File: config.mk
export PLATFORM = sky130hd
export DESIGN_NAME = crcr_top
export DESIGN_NICKNAME = d
export VERILOG_FILES = /design/src/core/crcr_pkg.sv /design/src/core/crcr_eng_if.sv /design/src/core/crcr_engine.sv /design/src/core/crcr_wcap.sv /design/src/core/crcr_top.sv
export SDC_FILE = /design/constraint.sdc
export NUM_CORES = 1
export LEC_CHECK = 0
export ABC_AREA = 1
export BUFFER_PORTS_ARGS = -buffer_cell sky130_fd_sc_hd__buf_4
export CORE_MARGIN = 3
export CORE_UTILIZATION = 24
export CTS_CLUSTER_SIZE = 25
export DETAILED_ROUTE_END_ITERATION = 10
export PLACE_DENSITY = 0.52
export RECOVER_POWER = 50
export SETUP_SLACK_MARGIN = 0.02
export SYNTH_ARGS = -nofsm -noshare
export SYNTH_HDL_FRONTEND = slang
export SYNTH_SLANG_ARGS = --single-unit
File: constraint.sdc
create_clock -name clk -period 2.4 [get_ports clk]
set_clock_uncertainty 0.15 [all_clocks]
set_input_delay 0.12 -clock clk [delete_from_list [all_inputs] [get_ports clk]]
set_output_delay 0.12 -clock clk [all_outputs]
set_load 0.02 [all_outputs]
File: src/core/crcr_pkg.sv
package crcr_pkg;
  // Register byte offsets on the 32-bit register bus, one aligned word each.
  localparam logic [31:0] OFF_DATA_HIGH = 32'h0000_0000;
  localparam logic [31:0] OFF_DATA_LOW = 32'h0000_0004;
  localparam logic [31:0] OFF_ACCUM_HIGH = 32'h0000_0008;
  localparam logic [31:0] OFF_ACCUM_LOW = 32'h0000_000C;
  localparam logic [31:0] OFF_SHIFTER_HIGH = 32'h0000_0010;
  localparam logic [31:0] OFF_SHIFTER_LOW = 32'h0000_0014;
  localparam logic [31:0] OFF_XOR_HIGH = 32'h0000_0018;
  localparam logic [31:0] OFF_XOR_LOW = 32'h0000_001C;
  localparam logic [31:0] OFF_STATUS = 32'h0000_0020;
  // Values after reset.
  localparam logic [15:0] DATA_RST = 16'h0000;
  localparam logic [15:0] ACCUM_RST = 16'h0000;
  localparam logic [15:0] SHIFTER_RST = 16'h0000;
  localparam logic [15:0] XOR_RST = 16'h0001;
  // Lowest polynomial term bit is not stored and always reads as one.
  localparam int unsigned XOR_FIXED_POS = 0;
  localparam logic XOR_FIXED_VAL = 1'b1;
  // Status field positions.
  localparam int unsigned STAT_BUSY_POS = 0;
  // Bits moved out of the shifter per load, one per clock.
  localparam logic [4:0] SHIFT_CYCLES = 5'h10;
  localparam logic [4:0] CNT_RST = 5'h00;
  // Bus answer codes.
  localparam logic [1:0] RESP_OKAY = 2'h0;
  localparam logic [1:0] RESP_SLVERR = 2'h2;

  typedef enum logic [0:0] {
    CRCR_IDLE = 1'b0,
    CRCR_SHIFT = 1'b1
  } crcr_state_e;
endpackage

File: src/core/crcr_eng_if.sv
`timescale 1ns/1ps
interface crcr_eng_if;
  logic load;
  logic [15:0] load_val;
  logic acc_wr_hi;
  logic acc_wr_lo;
  logic [7:0] wr_byte;
  logic [15:0] poly;
  logic [15:0] acc;
  logic [15:0] shift;
  logic busy;

  modport engine (
    input load, load_val, acc_wr_hi, acc_wr_lo, wr_byte, poly,
    output acc, shift, busy
  );
  modport ctrl (
    output load, load_val, acc_wr_hi, acc_wr_lo, wr_byte, poly,
    input acc, shift, busy
  );
endinterface

File: src/core/crcr_engine.sv
`timescale 1ns/1ps
module crcr_engine (
  input wire logic clk,
  input wire logic rst_n,
  input wire logic ce,
  crcr_eng_if.engine e
);
  logic [15:0] acc_r;
  logic [15:0] acc_nxt;
  logic [15:0] shift_r;
  logic [15:0] shift_nxt;
  logic [4:0] cnt_r;
  logic [4:0] cnt_nxt;
  crcr_pkg::crcr_state_e state_r;
  crcr_pkg::crcr_state_e state_nxt;
  wire logic feedback;
  wire logic [15:0] acc_step;
  wire logic [15:0] acc_shifted;

  // The feedback bit is the leaving accumulator bit mixed with the leaving data bit.
  assign feedback = acc_r[15] ^ shift_r[15];
  assign acc_step = {acc_r[14:0], 1'b0} ^ (feedback ? e.poly : 16'h0000);
  assign acc_shifted = (state_r == crcr_pkg::CRCR_SHIFT) ? acc_step : acc_r;

  // A software byte write lands after the shift step, so software always wins that cycle.
  always_comb
  begin
    acc_nxt = acc_shifted;
    if (e.acc_wr_hi)
    begin
      acc_nxt[15:8] = e.wr_byte;
    end
    if (e.acc_wr_lo)
    begin
      acc_nxt[7:0] = e.wr_byte;
    end
    shift_nxt = shift_r;
    cnt_nxt = cnt_r;
    state_nxt = state_r;
    unique case (state_r)
      crcr_pkg::CRCR_IDLE:
      begin
        cnt_nxt = cnt_r;
      end
      crcr_pkg::CRCR_SHIFT:
      begin
        shift_nxt = {shift_r[14:0], 1'b0};
        cnt_nxt = cnt_r - 5'h01;
        if (cnt_r == 5'h01)
        begin
          state_nxt = crcr_pkg::CRCR_IDLE;
        end
      end
    endcase
    // A new load restarts the shifter even in the middle of a run.
    if (e.load)
    begin
      shift_nxt = e.load_val;
      cnt_nxt = crcr_pkg::SHIFT_CYCLES;
      state_nxt = crcr_pkg::CRCR_SHIFT;
    end
  end

  always_ff @(posedge clk or negedge rst_n)
  begin
    if (!rst_n)
    begin
      acc_r <= crcr_pkg::ACCUM_RST;
      shift_r <= crcr_pkg::SHIFTER_RST;
      cnt_r <= crcr_pkg::CNT_RST;
      state_r <= crcr_pkg::CRCR_IDLE;
    end
    else if (ce)
    begin
      acc_r <= acc_nxt;
      shift_r <= shift_nxt;
      cnt_r <= cnt_nxt;
      state_r <= state_nxt;
    end
  end

  assign e.acc = acc_r;
  assign e.shift = shift_r;
  assign e.busy = (state_r == crcr_pkg::CRCR_SHIFT);
endmodule // crcr_engine

File: src/core/crcr_wcap.sv
`timescale 1ns/1ps
module crcr_wcap (
  input wire logic clk,
  input wire logic rst_n,
  input wire logic ce,
  input wire logic [31:0] awaddr,
  input wire logic awvalid,
  output logic awready,
  input wire logic [31:0] wdata,
  input wire logic [3:0] wstrb,
  input wire logic wvalid,
  output logic wready,
  input wire logic consume,
  output logic pend,
  output logic [31:0] addr,
  output logic [7:0] data,
  output logic lane0
);
  logic aw_full_r;
  logic w_full_r;
  logic awready_r;
  logic wready_r;
  logic [31:0] addr_r;
  logic [7:0] data_r;
  logic lane0_r;
  wire logic aw_take;
  wire logic w_take;
  wire logic aw_full_nxt;
  wire logic w_full_nxt;

  // Address and data are caught independently, so either may arrive first.
  assign aw_take = awvalid && awready_r;
  assign w_take = wvalid && wready_r;
  assign aw_full_nxt = consume ? 1'b0 : (aw_full_r || aw_take);
  assign w_full_nxt = consume ? 1'b0 : (w_full_r || w_take);

  always_ff @(posedge clk or negedge rst_n)
  begin
    if (!rst_n)
    begin
      aw_full_r <= 1'b0;
      w_full_r <= 1'b0;
      awready_r <= 1'b0;
      wready_r <= 1'b0;
      addr_r <= 32'h0000_0000;
      data_r <= 8'h00;
      lane0_r <= 1'b0;
    end
    else if (ce)
    begin
      aw_full_r <= aw_full_nxt;
      w_full_r <= w_full_nxt;
      awready_r <= !aw_full_nxt;
      wready_r <= !w_full_nxt;
      if (aw_take)
      begin
        addr_r <= awaddr;
      end
      if (w_take)
      begin
        data_r <= wdata[7:0];
        lane0_r <= wstrb[0];
      end
    end
  end

  assign awready = awready_r;
  assign wready = wready_r;
  assign pend = aw_full_r && w_full_r;
  assign addr = addr_r;
  assign data = data_r;
  assign lane0 = lane0_r;
endmodule // crcr_wcap

File: src/core/crcr_top.sv
// Function
// - A 16-bit input word, split into high and low bytes, is readable and writable by software.
// - Writing the low byte of the input word loads the shifter with the whole input word.
// - The 16-bit accumulator is readable and writable in two bytes and clears to zero on every reset.
// - Writing the accumulator high byte sets its upper eight bits, and reads return its present value.
// - Writing the accumulator low byte reaches its lower eight bits through the engine's write path.
// - The shifter high byte is read-only, zero after reset, and shows the upper eight shifter bits.
// - The shifter low byte is read-only, zero after reset, shows the lower bits, and ignores writes.
// - Each set polynomial bit enables feedback on that term, and the lowest term bit always reads one.
`timescale 1ns/1ps
module crcr_top (
  input wire logic clk,
  input wire logic rst_n,
  input wire logic ce,
  input wire logic [31:0] s_axi_awaddr,
  input wire logic s_axi_awvalid,
  output logic s_axi_awready,
  input wire logic [31:0] s_axi_wdata,
  input wire logic [3:0] s_axi_wstrb,
  input wire logic s_axi_wvalid,
  output logic s_axi_wready,
  output logic [1:0] s_axi_bresp,
  output logic s_axi_bvalid,
  input wire logic s_axi_bready,
  input wire logic [31:0] s_axi_araddr,
  input wire logic s_axi_arvalid,
  output logic s_axi_arready,
  output logic [31:0] s_axi_rdata,
  output logic [1:0] s_axi_rresp,
  output logic s_axi_rvalid,
  input wire logic s_axi_rready
);
  function automatic logic addr_mapped(input logic [31:0] a);
    addr_mapped = (a == crcr_pkg::OFF_DATA_HIGH) || (a == crcr_pkg::OFF_DATA_LOW) ||
                  (a == crcr_pkg::OFF_ACCUM_HIGH) || (a == crcr_pkg::OFF_ACCUM_LOW) ||
                  (a == crcr_pkg::OFF_SHIFTER_HIGH) || (a == crcr_pkg::OFF_SHIFTER_LOW) ||
                  (a == crcr_pkg::OFF_XOR_HIGH) || (a == crcr_pkg::OFF_XOR_LOW) ||
                  (a == crcr_pkg::OFF_STATUS);
  endfunction

  crcr_eng_if eng ();

  logic [15:0] in_word_r;
  logic [15:0] xor_r;
  logic bvalid_r;
  logic [1:0] bresp_r;
  logic arready_r;
  logic rvalid_r;
  logic [1:0] rresp_r;
  logic [31:0] rdata_r;

  wire logic w_pend;
  wire logic [31:0] w_addr;
  wire logic [7:0] w_byte;
  wire logic w_lane0;
  wire logic wr_go;
  wire logic wr_ok;
  wire logic wr_lane;
  wire logic wr_data_hi;
  wire logic wr_data_lo;
  wire logic wr_acc_hi;
  wire logic wr_acc_lo;
  wire logic wr_xor_hi;
  wire logic wr_xor_lo;
  wire logic [15:0] in_word_nxt;
  wire logic [15:0] xor_nxt;
  wire logic [15:0] xor_view;
  wire logic rd_take;
  wire logic rd_ok;
  wire logic [7:0] rd_byte;
  wire logic [31:0] status_word;

  crcr_wcap u_wcap (
    .clk(clk),
    .rst_n(rst_n),
    .ce(ce),
    .awaddr(s_axi_awaddr),
    .awvalid(s_axi_awvalid),
    .awready(s_axi_awready),
    .wdata(s_axi_wdata),
    .wstrb(s_axi_wstrb),
    .wvalid(s_axi_wvalid),
    .wready(s_axi_wready),
    .consume(wr_go),
    .pend(w_pend),
    .addr(w_addr),
    .data(w_byte),
    .lane0(w_lane0)
  );

  crcr_engine u_engine (
    .clk(clk),
    .rst_n(rst_n),
    .ce(ce),
    .e(eng)
  );

  // A write completes only once the previous answer has been taken, so one answer is ever pending.
  assign wr_go = w_pend && !bvalid_r;
  assign wr_ok = wr_go && addr_mapped(w_addr);
  // Registers hold eight bits in lane zero; a write without that lane changes nothing.
  assign wr_lane = wr_ok && w_lane0;
  assign wr_data_hi = wr_lane && (w_addr == crcr_pkg::OFF_DATA_HIGH);
  assign wr_data_lo = wr_lane && (w_addr == crcr_pkg::OFF_DATA_LOW);
  assign wr_acc_hi = wr_lane && (w_addr == crcr_pkg::OFF_ACCUM_HIGH);
  assign wr_acc_lo = wr_lane && (w_addr == crcr_pkg::OFF_ACCUM_LOW);
  assign wr_xor_hi = wr_lane && (w_addr == crcr_pkg::OFF_XOR_HIGH);
  assign wr_xor_lo = wr_lane && (w_addr == crcr_pkg::OFF_XOR_LOW);

  assign in_word_nxt = {wr_data_hi ? w_byte : in_word_r[15:8], wr_data_lo ? w_byte : in_word_r[7:0]};
  assign xor_nxt = {wr_xor_hi ? w_byte : xor_r[15:8], wr_xor_lo ? w_byte[7:1] : xor_r[7:1], 1'b0};
  assign xor_view = {xor_r[15:1], crcr_pkg::XOR_FIXED_VAL};

  // The shifter takes the word as it stands after this very write.
  assign eng.load = wr_data_lo;
  assign eng.load_val = in_word_nxt;
  assign eng.acc_wr_hi = wr_acc_hi;
  assign eng.acc_wr_lo = wr_acc_lo;
  assign eng.wr_byte = w_byte;
  assign eng.poly = xor_view;

  always_ff @(posedge clk or negedge rst_n)
  begin
    if (!rst_n)
    begin
      in_word_r <= crcr_pkg::DATA_RST;
      xor_r <= crcr_pkg::XOR_RST;
      bvalid_r <= 1'b0;
      bresp_r <= crcr_pkg::RESP_OKAY;
    end
    else if (ce)
    begin
      in_word_r <= in_word_nxt;
      xor_r <= xor_nxt;
      if (wr_go)
      begin
        bvalid_r <= 1'b1;
        bresp_r <= wr_ok ? crcr_pkg::RESP_OKAY : crcr_pkg::RESP_SLVERR;
      end
      else if (bvalid_r && s_axi_bready)
      begin
        bvalid_r <= 1'b0;
      end
    end
  end

  assign rd_take = s_axi_arvalid && arready_r;
  assign rd_ok = addr_mapped(s_axi_araddr);
  assign status_word = {31'h0000_0000, eng.busy};
  assign rd_byte = (s_axi_araddr == crcr_pkg::OFF_DATA_HIGH) ? in_word_r[15:8] :
                   (s_axi_araddr == crcr_pkg::OFF_DATA_LOW) ? in_word_r[7:0] :
                   (s_axi_araddr == crcr_pkg::OFF_ACCUM_HIGH) ? eng.acc[15:8] :
                   (s_axi_araddr == crcr_pkg::OFF_ACCUM_LOW) ? eng.acc[7:0] :
                   (s_axi_araddr == crcr_pkg::OFF_SHIFTER_HIGH) ? eng.shift[15:8] :
                   (s_axi_araddr == crcr_pkg::OFF_SHIFTER_LOW) ? eng.shift[7:0] :
                   (s_axi_araddr == crcr_pkg::OFF_XOR_HIGH) ? xor_view[15:8] :
                   (s_axi_araddr == crcr_pkg::OFF_XOR_LOW) ? xor_view[7:0] :
                   status_word[7:0];

  always_ff @(posedge clk or negedge rst_n)
  begin
    if (!rst_n)
    begin
      arready_r <= 1'b0;
      rvalid_r <= 1'b0;
      rresp_r <= crcr_pkg::RESP_OKAY;
      rdata_r <= 32'h0000_0000;
    end
    else if (ce)
    begin
      if (rd_take)
      begin
        arready_r <= 1'b0;
        rvalid_r <= 1'b1;
        rresp_r <= rd_ok ? crcr_pkg::RESP_OKAY : crcr_pkg::RESP_SLVERR;
        rdata_r <= rd_ok ? {24'h00_0000, rd_byte} : 32'h0000_0000;
      end
      else if (rvalid_r && s_axi_rready)
      begin
        rvalid_r <= 1'b0;
        arready_r <= 1'b1;
      end
      else if (!rvalid_r)
      begin
        arready_r <= 1'b1;
      end
    end
  end

  assign s_axi_bvalid = bvalid_r;
  assign s_axi_bresp = bresp_r;
  assign s_axi_arready = arready_r;
  assign s_axi_rvalid = rvalid_r;
  assign s_axi_rresp = rresp_r;
  assign s_axi_rdata = rdata_r;
endmodule // crcr_top

==> impl_metrics.prom <==
# TYPE chip_impl_metric gauge
chip_impl_info{name="run_status",value="complete, no violations"} 1
chip_impl_metric{name="postRouteAntennaNets",unit=""} 0
chip_impl_metric{name="grt_overflow_total",unit=""} 0
chip_impl_info{name="min_path_type",value="in -> reg"} 1
chip_impl_info{name="worst-setup-path-type",value="reg -> reg"} 1
chip_impl_metric{name="yosysTopAreaCellShare",unit="%"} 43.88
chip_impl_metric{name="arrival",unit="ns"} 2.47
chip_impl_info{name="cts.root.buffer_cell",value="sky130_fd_sc_hd__clkbuf_16"} 1
chip_impl_metric{name="place_inst",unit=""} 1449
chip_impl_metric{name="fp.dieArea",unit="um^2"} 32300
chip_impl_metric{name="num-fill-cells",unit=""} 3099
chip_impl_metric{name="synth.lib_cells_used.distinct",unit=""} 43
chip_impl_metric{name="timing.critical_path.fanout_max",unit=""} 8
chip_impl_info{name="synth_top_cells_by_area",value="sky130_fd_sc_hd__dfrtp_1 44%, sky130_fd_sc_hd__nand2_1 19%, sky130_fd_sc_hd__inv_1 4.1%"} 1
chip_impl_metric{name="power.ir.vdd_worst",unit="V"} 0.0004639
chip_impl_metric{name="rows",unit=""} 62
chip_impl_metric{name="grt_pass1_vias",unit=""} 6474
chip_impl_info{name="synth-main-ff-cell",value="sky130_fd_sc_hd__dfrtp_1"} 1
chip_impl_metric{name="detail_route.wl_per_cell",unit="um"} 13.69
chip_impl_metric{name="layoutNonFillerInstCount",unit=""} 1543
chip_impl_metric{name="layout_min_cycle_time",unit="ns"} 2.270
chip_impl_metric{name="switching_share",unit="%"} 33.12
chip_impl_metric{name="internal_power",unit="mW"} 4.748
chip_impl_metric{name="layout-area-overhead-vs-synth",unit="%"} 34.36
chip_impl_metric{name="h_tree_depth_reported_by_cts",unit=""} 4
chip_impl_metric{name="grt_max_degree",unit=""} 53
chip_impl_metric{name="grt_antenna_before_repair",unit=""} 0
chip_impl_metric{name="design.core.area",unit="um^2"} 29250
chip_impl_metric{name="p_switching",unit="mW"} 2.351
chip_impl_metric{name="route.detailed.vias_per_inst",unit=""} 4.424
chip_impl_metric{name="ff2ff_path_depth",unit=""} 13
chip_impl_metric{name="post-place-ws",unit="ns"} 0.06964
chip_impl_metric{name="antenna_diodes",unit=""} 0
chip_impl_metric{name="register_area",unit="um^2"} 3178
chip_impl_metric{name="gp_routability_congestion",unit=""} 0.8747
chip_impl_info{name="grt_setup_unrepaired",value="yes"} 1
chip_impl_metric{name="p_comb_share",unit="%"} 20.6
chip_impl_metric{name="path_clk_slew",unit="ns"} 0.06
chip_impl_metric{name="io_pins",unit=""} 149
chip_impl_metric{name="routed_wl",unit="mm"} 21.13
chip_impl_metric{name="regToRegSetupSlack",unit="ns"} 0.13
chip_impl_metric{name="io_buffer_count",unit=""} 95
chip_impl_metric{name="finalSetupViolations",unit=""} 0
chip_impl_metric{name="ys_ff_latch",unit=""} 127
chip_impl_metric{name="crit_required",unit="ns"} 2.60
chip_impl_metric{name="hold_depth",unit=""} 7
chip_impl_metric{name="clockPowerShare",unit="%"} 37.8
chip_impl_metric{name="first_pass_grt_wire_length",unit="mm"} 34.14
chip_impl_info{name="r2r-start",value="u_wcap.addr[21]"} 1
chip_impl_metric{name="seq_area_frac_synth",unit="%"} 43.88
chip_impl_metric{name="hold_violations",unit=""} 0
chip_impl_metric{name="max_slew.worst_pin.slew",unit="ns"} 1.362
chip_impl_info{name="holdCritStartpoint",value="s_axi_araddr[2]"} 1
chip_impl_metric{name="postSynthAreaPerCell",unit="um^2"} 7.512
chip_impl_metric{name="slew_headroom",unit="%"} 9.185
chip_impl_metric{name="chipWidth",unit="um"} 179.7
chip_impl_metric{name="die_height",unit="um"} 179.7
chip_impl_metric{name="area_taken_by_multi_input_logic_gates",unit="um^2"} 3531
chip_impl_info{name="netlist.top_cell.by_area",value="sky130_fd_sc_hd__dfrtp_1"} 1
chip_impl_metric{name="asyncSetResetFlopFracSynth",unit="%"} 100.0
chip_impl_info{name="clock_tree_from_tritoncts",value="yes"} 1
chip_impl_metric{name="sink_count",unit=""} 127
chip_impl_metric{name="power_density",unit="nW/um^2"} 729.5
chip_impl_metric{name="routed-via-count",unit=""} 6827
chip_impl_info{name="endpoint_kind",value="flop"} 1
chip_impl_metric{name="power_leakage",unit="nW"} 4.809
chip_impl_info{name="synth_commonest_cells",value="364 x sky130_fd_sc_hd__nand2_1, 127 x sky130_fd_sc_hd__dfrtp_1, 80 x sky130_fd_sc_hd__inv_1, 74 x sky130_fd_sc_hd__nor2_1, 57 x sky130_fd_sc_hd__o21ai_0"} 1
chip_impl_metric{name="pwr-share-seq",unit="%"} 41.6
chip_impl_metric{name="fin_setup_tns",unit="ns"} 0
chip_impl_metric{name="nNetsFinal",unit=""} 1256
chip_impl_metric{name="synth.yosys.warnings",unit=""} 0
chip_impl_metric{name="clkLatencyLatePin",unit="ns"} 0.42
chip_impl_metric{name="setup_ws",unit="ns"} 0.1302
chip_impl_info{name="min_delay_worst_endpoint",value="s_axi_rdata[7]"} 1
chip_impl_info{name="rr_endpoint",value="u_engine.e.acc[2]"} 1
chip_impl_metric{name="initialDrtViolationCount",unit=""} 559
chip_impl_metric{name="max_clock_freq",unit="MHz"} 440.6
chip_impl_metric{name="synth_cells",unit=""} 964
chip_impl_info{name="cp-start-kind",value="flop"} 1
chip_impl_metric{name="fin_crit_sh",unit="%"} 94.58
chip_impl_metric{name="total_power",unit="mW"} 7.099
chip_impl_info{name="synth_most_common_cell",value="sky130_fd_sc_hd__nand2_1"} 1
chip_impl_metric{name="post_route_cells_drive_above_1_share",unit="%"} 20.88
chip_impl_metric{name="cts_max_path_buffers",unit=""} 2
chip_impl_metric{name="firstDrtPassIters",unit=""} 5
chip_impl_metric{name="syn_area",unit="um^2"} 7242
chip_impl_metric{name="drc",unit=""} 0
chip_impl_metric{name="start_util",unit="%"} 24.76
chip_impl_metric{name="groute.usage.overall",unit="%"} 13.01
chip_impl_metric{name="drv.max_cap_violation_count",unit=""} 0
chip_impl_metric{name="timing.final.max_slew_violations",unit=""} 0
chip_impl_metric{name="post_dp_hpwl",unit="mm"} 15.84
chip_impl_metric{name="synth_edf_count",unit=""} 0
chip_impl_metric{name="cts_buffers",unit=""} 17
registers in the layout, summed over array words and instances (netlist names), 5 cells and up:
name / cells
xor_r: 15
u_engine.cnt_r: 5
u_engine.e.acc: 16
s_axi_rdata: 8
in_word_r: 16
u_wcap.data: 8
u_engine.e.shift: 16
u_wcap.addr: 32
stage by stage:
step | util, % | area (um^2) | hold WS (ns)
after CTS | 32.78 | 9588 | 0.09937
final | 33.27 | 9731 | 0.09353
after floorplan | - | 7336 | -0.3256
after global routing | 33.27 | 9731 | 0.1630
after detailed placement | 29.09 | 8508 | 0.09826
after global placement | 29.09 | 8508 | 0.09679
cell usage in the layout, fill, tap and decap left out, types with 3 or more instances in the layout:
master / Yosys / routed
sky130_fd_sc_hd__o21ai_0: 57 / 57
sky130_fd_sc_hd__conb_1: 1 / 26
sky130_fd_sc_hd__o21ai_2: 16 / 15
sky130_fd_sc_hd__clkinv_1: 4 / 4
sky130_fd_sc_hd__nand2_2: 5 / 5
sky130_fd_sc_hd__nand3_1: 39 / 39
sky130_fd_sc_hd__nor3_2: 4 / 5
sky130_fd_sc_hd__inv_6: 0 / 5
sky130_fd_sc_hd__o21ai_1: 4 / 4
sky130_fd_sc_hd__nand2_4: 1 / 3
sky130_fd_sc_hd__inv_1: 80 / 80
sky130_fd_sc_hd__buf_6: 1 / 5
sky130_fd_sc_hd__nand4_4: 4 / 5
sky130_fd_sc_hd__inv_2: 11 / 10
sky130_fd_sc_hd__nand4_1: 38 / 38
sky130_fd_sc_hd__a31oi_1: 10 / 10
sky130_fd_sc_hd__a21oi_1: 14 / 14
sky130_fd_sc_hd__nand2_1: 364 / 362
sky130_fd_sc_hd__buf_4: 30 / 131
sky130_fd_sc_hd__clkinv_4: 0 / 3
sky130_fd_sc_hd__nor3_1: 9 / 8
sky130_fd_sc_hd__nor2_1: 74 / 70
sky130_fd_sc_hd__xor2_1: 9 / 9
sky130_fd_sc_hd__nor2_2: 3 / 7
sky130_fd_sc_hd__xnor2_1: 8 / 8
sky130_fd_sc_hd__nor3_4: 3 / 3
sky130_fd_sc_hd__clkbuf_16: 0 / 17
sky130_fd_sc_hd__dlygate4sd3_1: 0 / 47
sky130_fd_sc_hd__bufinv_16: 0 / 3
sky130_fd_sc_hd__nor2_4: 5 / 5
sky130_fd_sc_hd__dfrtp_1: 127 / 127
power groups by stage:
stage / registers (mW) / clock network, mW / logic (mW)
CTS: 2.94 / 2.74 / 1.46
floorplan: 2.88 / 0 / 0.883
global route: 3.00 / 2.83 / 1.68
finish: 2.95 / 2.68 / 1.46
global placement: 2.96 / 0 / 1.38
detailed placement: 2.98 / 0 / 1.39
cell type report:
type / instances / share of cell area, %
Clock buffer: 18 / 4.410
Clock inverter: 14 / 1.852
Inverter: 95 / 3.678
Multi-Input combinational cell: 715 / 36.29
Sequential cell: 127 / 32.66
Tap cell: 384 / 4.938
Timing Repair Buffer: 190 / 16.18
worst max path at each step:
stage               slack [ns]  cells past startpoint            start                end
floorplan                 0.46                     11     s_axi_bvalid       in_word_r[3]
global placement          0.08                     13  u_wcap.addr[27]          xor_r[15]
detailed placement        0.07                     13  u_wcap.addr[27]           xor_r[8]
CTS                       0.06                     13  u_wcap.addr[27]          xor_r[12]
global route             -0.04                     13  u_wcap.addr[28]  u_engine.e.acc[9]
finish                    0.13                     13  u_wcap.addr[21]  u_engine.e.acc[2]
repair_timing:
action	CTS	global route
hold buffers	47	0
setup buffers	0	15
endpoints found under the hold margin	97	0
setup endpoints to repair	0	52
resized for setup	0	17
cells by family after synthesis:
| family | Yosys count | share of synthesized area [%] |
|---|---|---|
| AOI/OAI and AO/OA | 112 | 9.537 |
| xor gates and xnor gates | 17 | 2.056 |
| adders and majority gates | 2 | 0.3455 |
| buffers and inverters | 147 | 9.399 |
| DFF | 127 | 43.88 |
| other | 1 | 0.05178 |
| and+or+nand+nor | 558 | 34.73 |
worst max-delay path, stage by stage (launching register included):
cell and delay, ns:
sky130_fd_sc_hd__dfrtp_1 0.40, sky130_fd_sc_hd__nor2_2 0.12, sky130_fd_sc_hd__nand2_1 0.06, sky130_fd_sc_hd__nor2_1 0.12
sky130_fd_sc_hd__nand2_2 0.08, sky130_fd_sc_hd__nor2_4 0.21, sky130_fd_sc_hd__buf_6 0.15, sky130_fd_sc_hd__o21ai_4 0.06
sky130_fd_sc_hd__nand4_4 0.10, sky130_fd_sc_hd__buf_12 0.13, sky130_fd_sc_hd__nand4_4 0.16, sky130_fd_sc_hd__a21oi_4 0.31
sky130_fd_sc_hd__nand2_1 0.09, sky130_fd_sc_hd__nand2_1 0.06
per-layer routing:
layer | part of all wire [%] | up-vias | GRT usage, %
li1 | - | 3411 | -
met1 | 47 | 3180 | 17.86
met2 | 46 | 221 | 21.23
met3 | 6.2 | 15 | 2.890
met4 | 0.92 | 0 | 2.568
met5 | 0 | - | 0
Note: power is estimated with default switching activity, not from simulation.
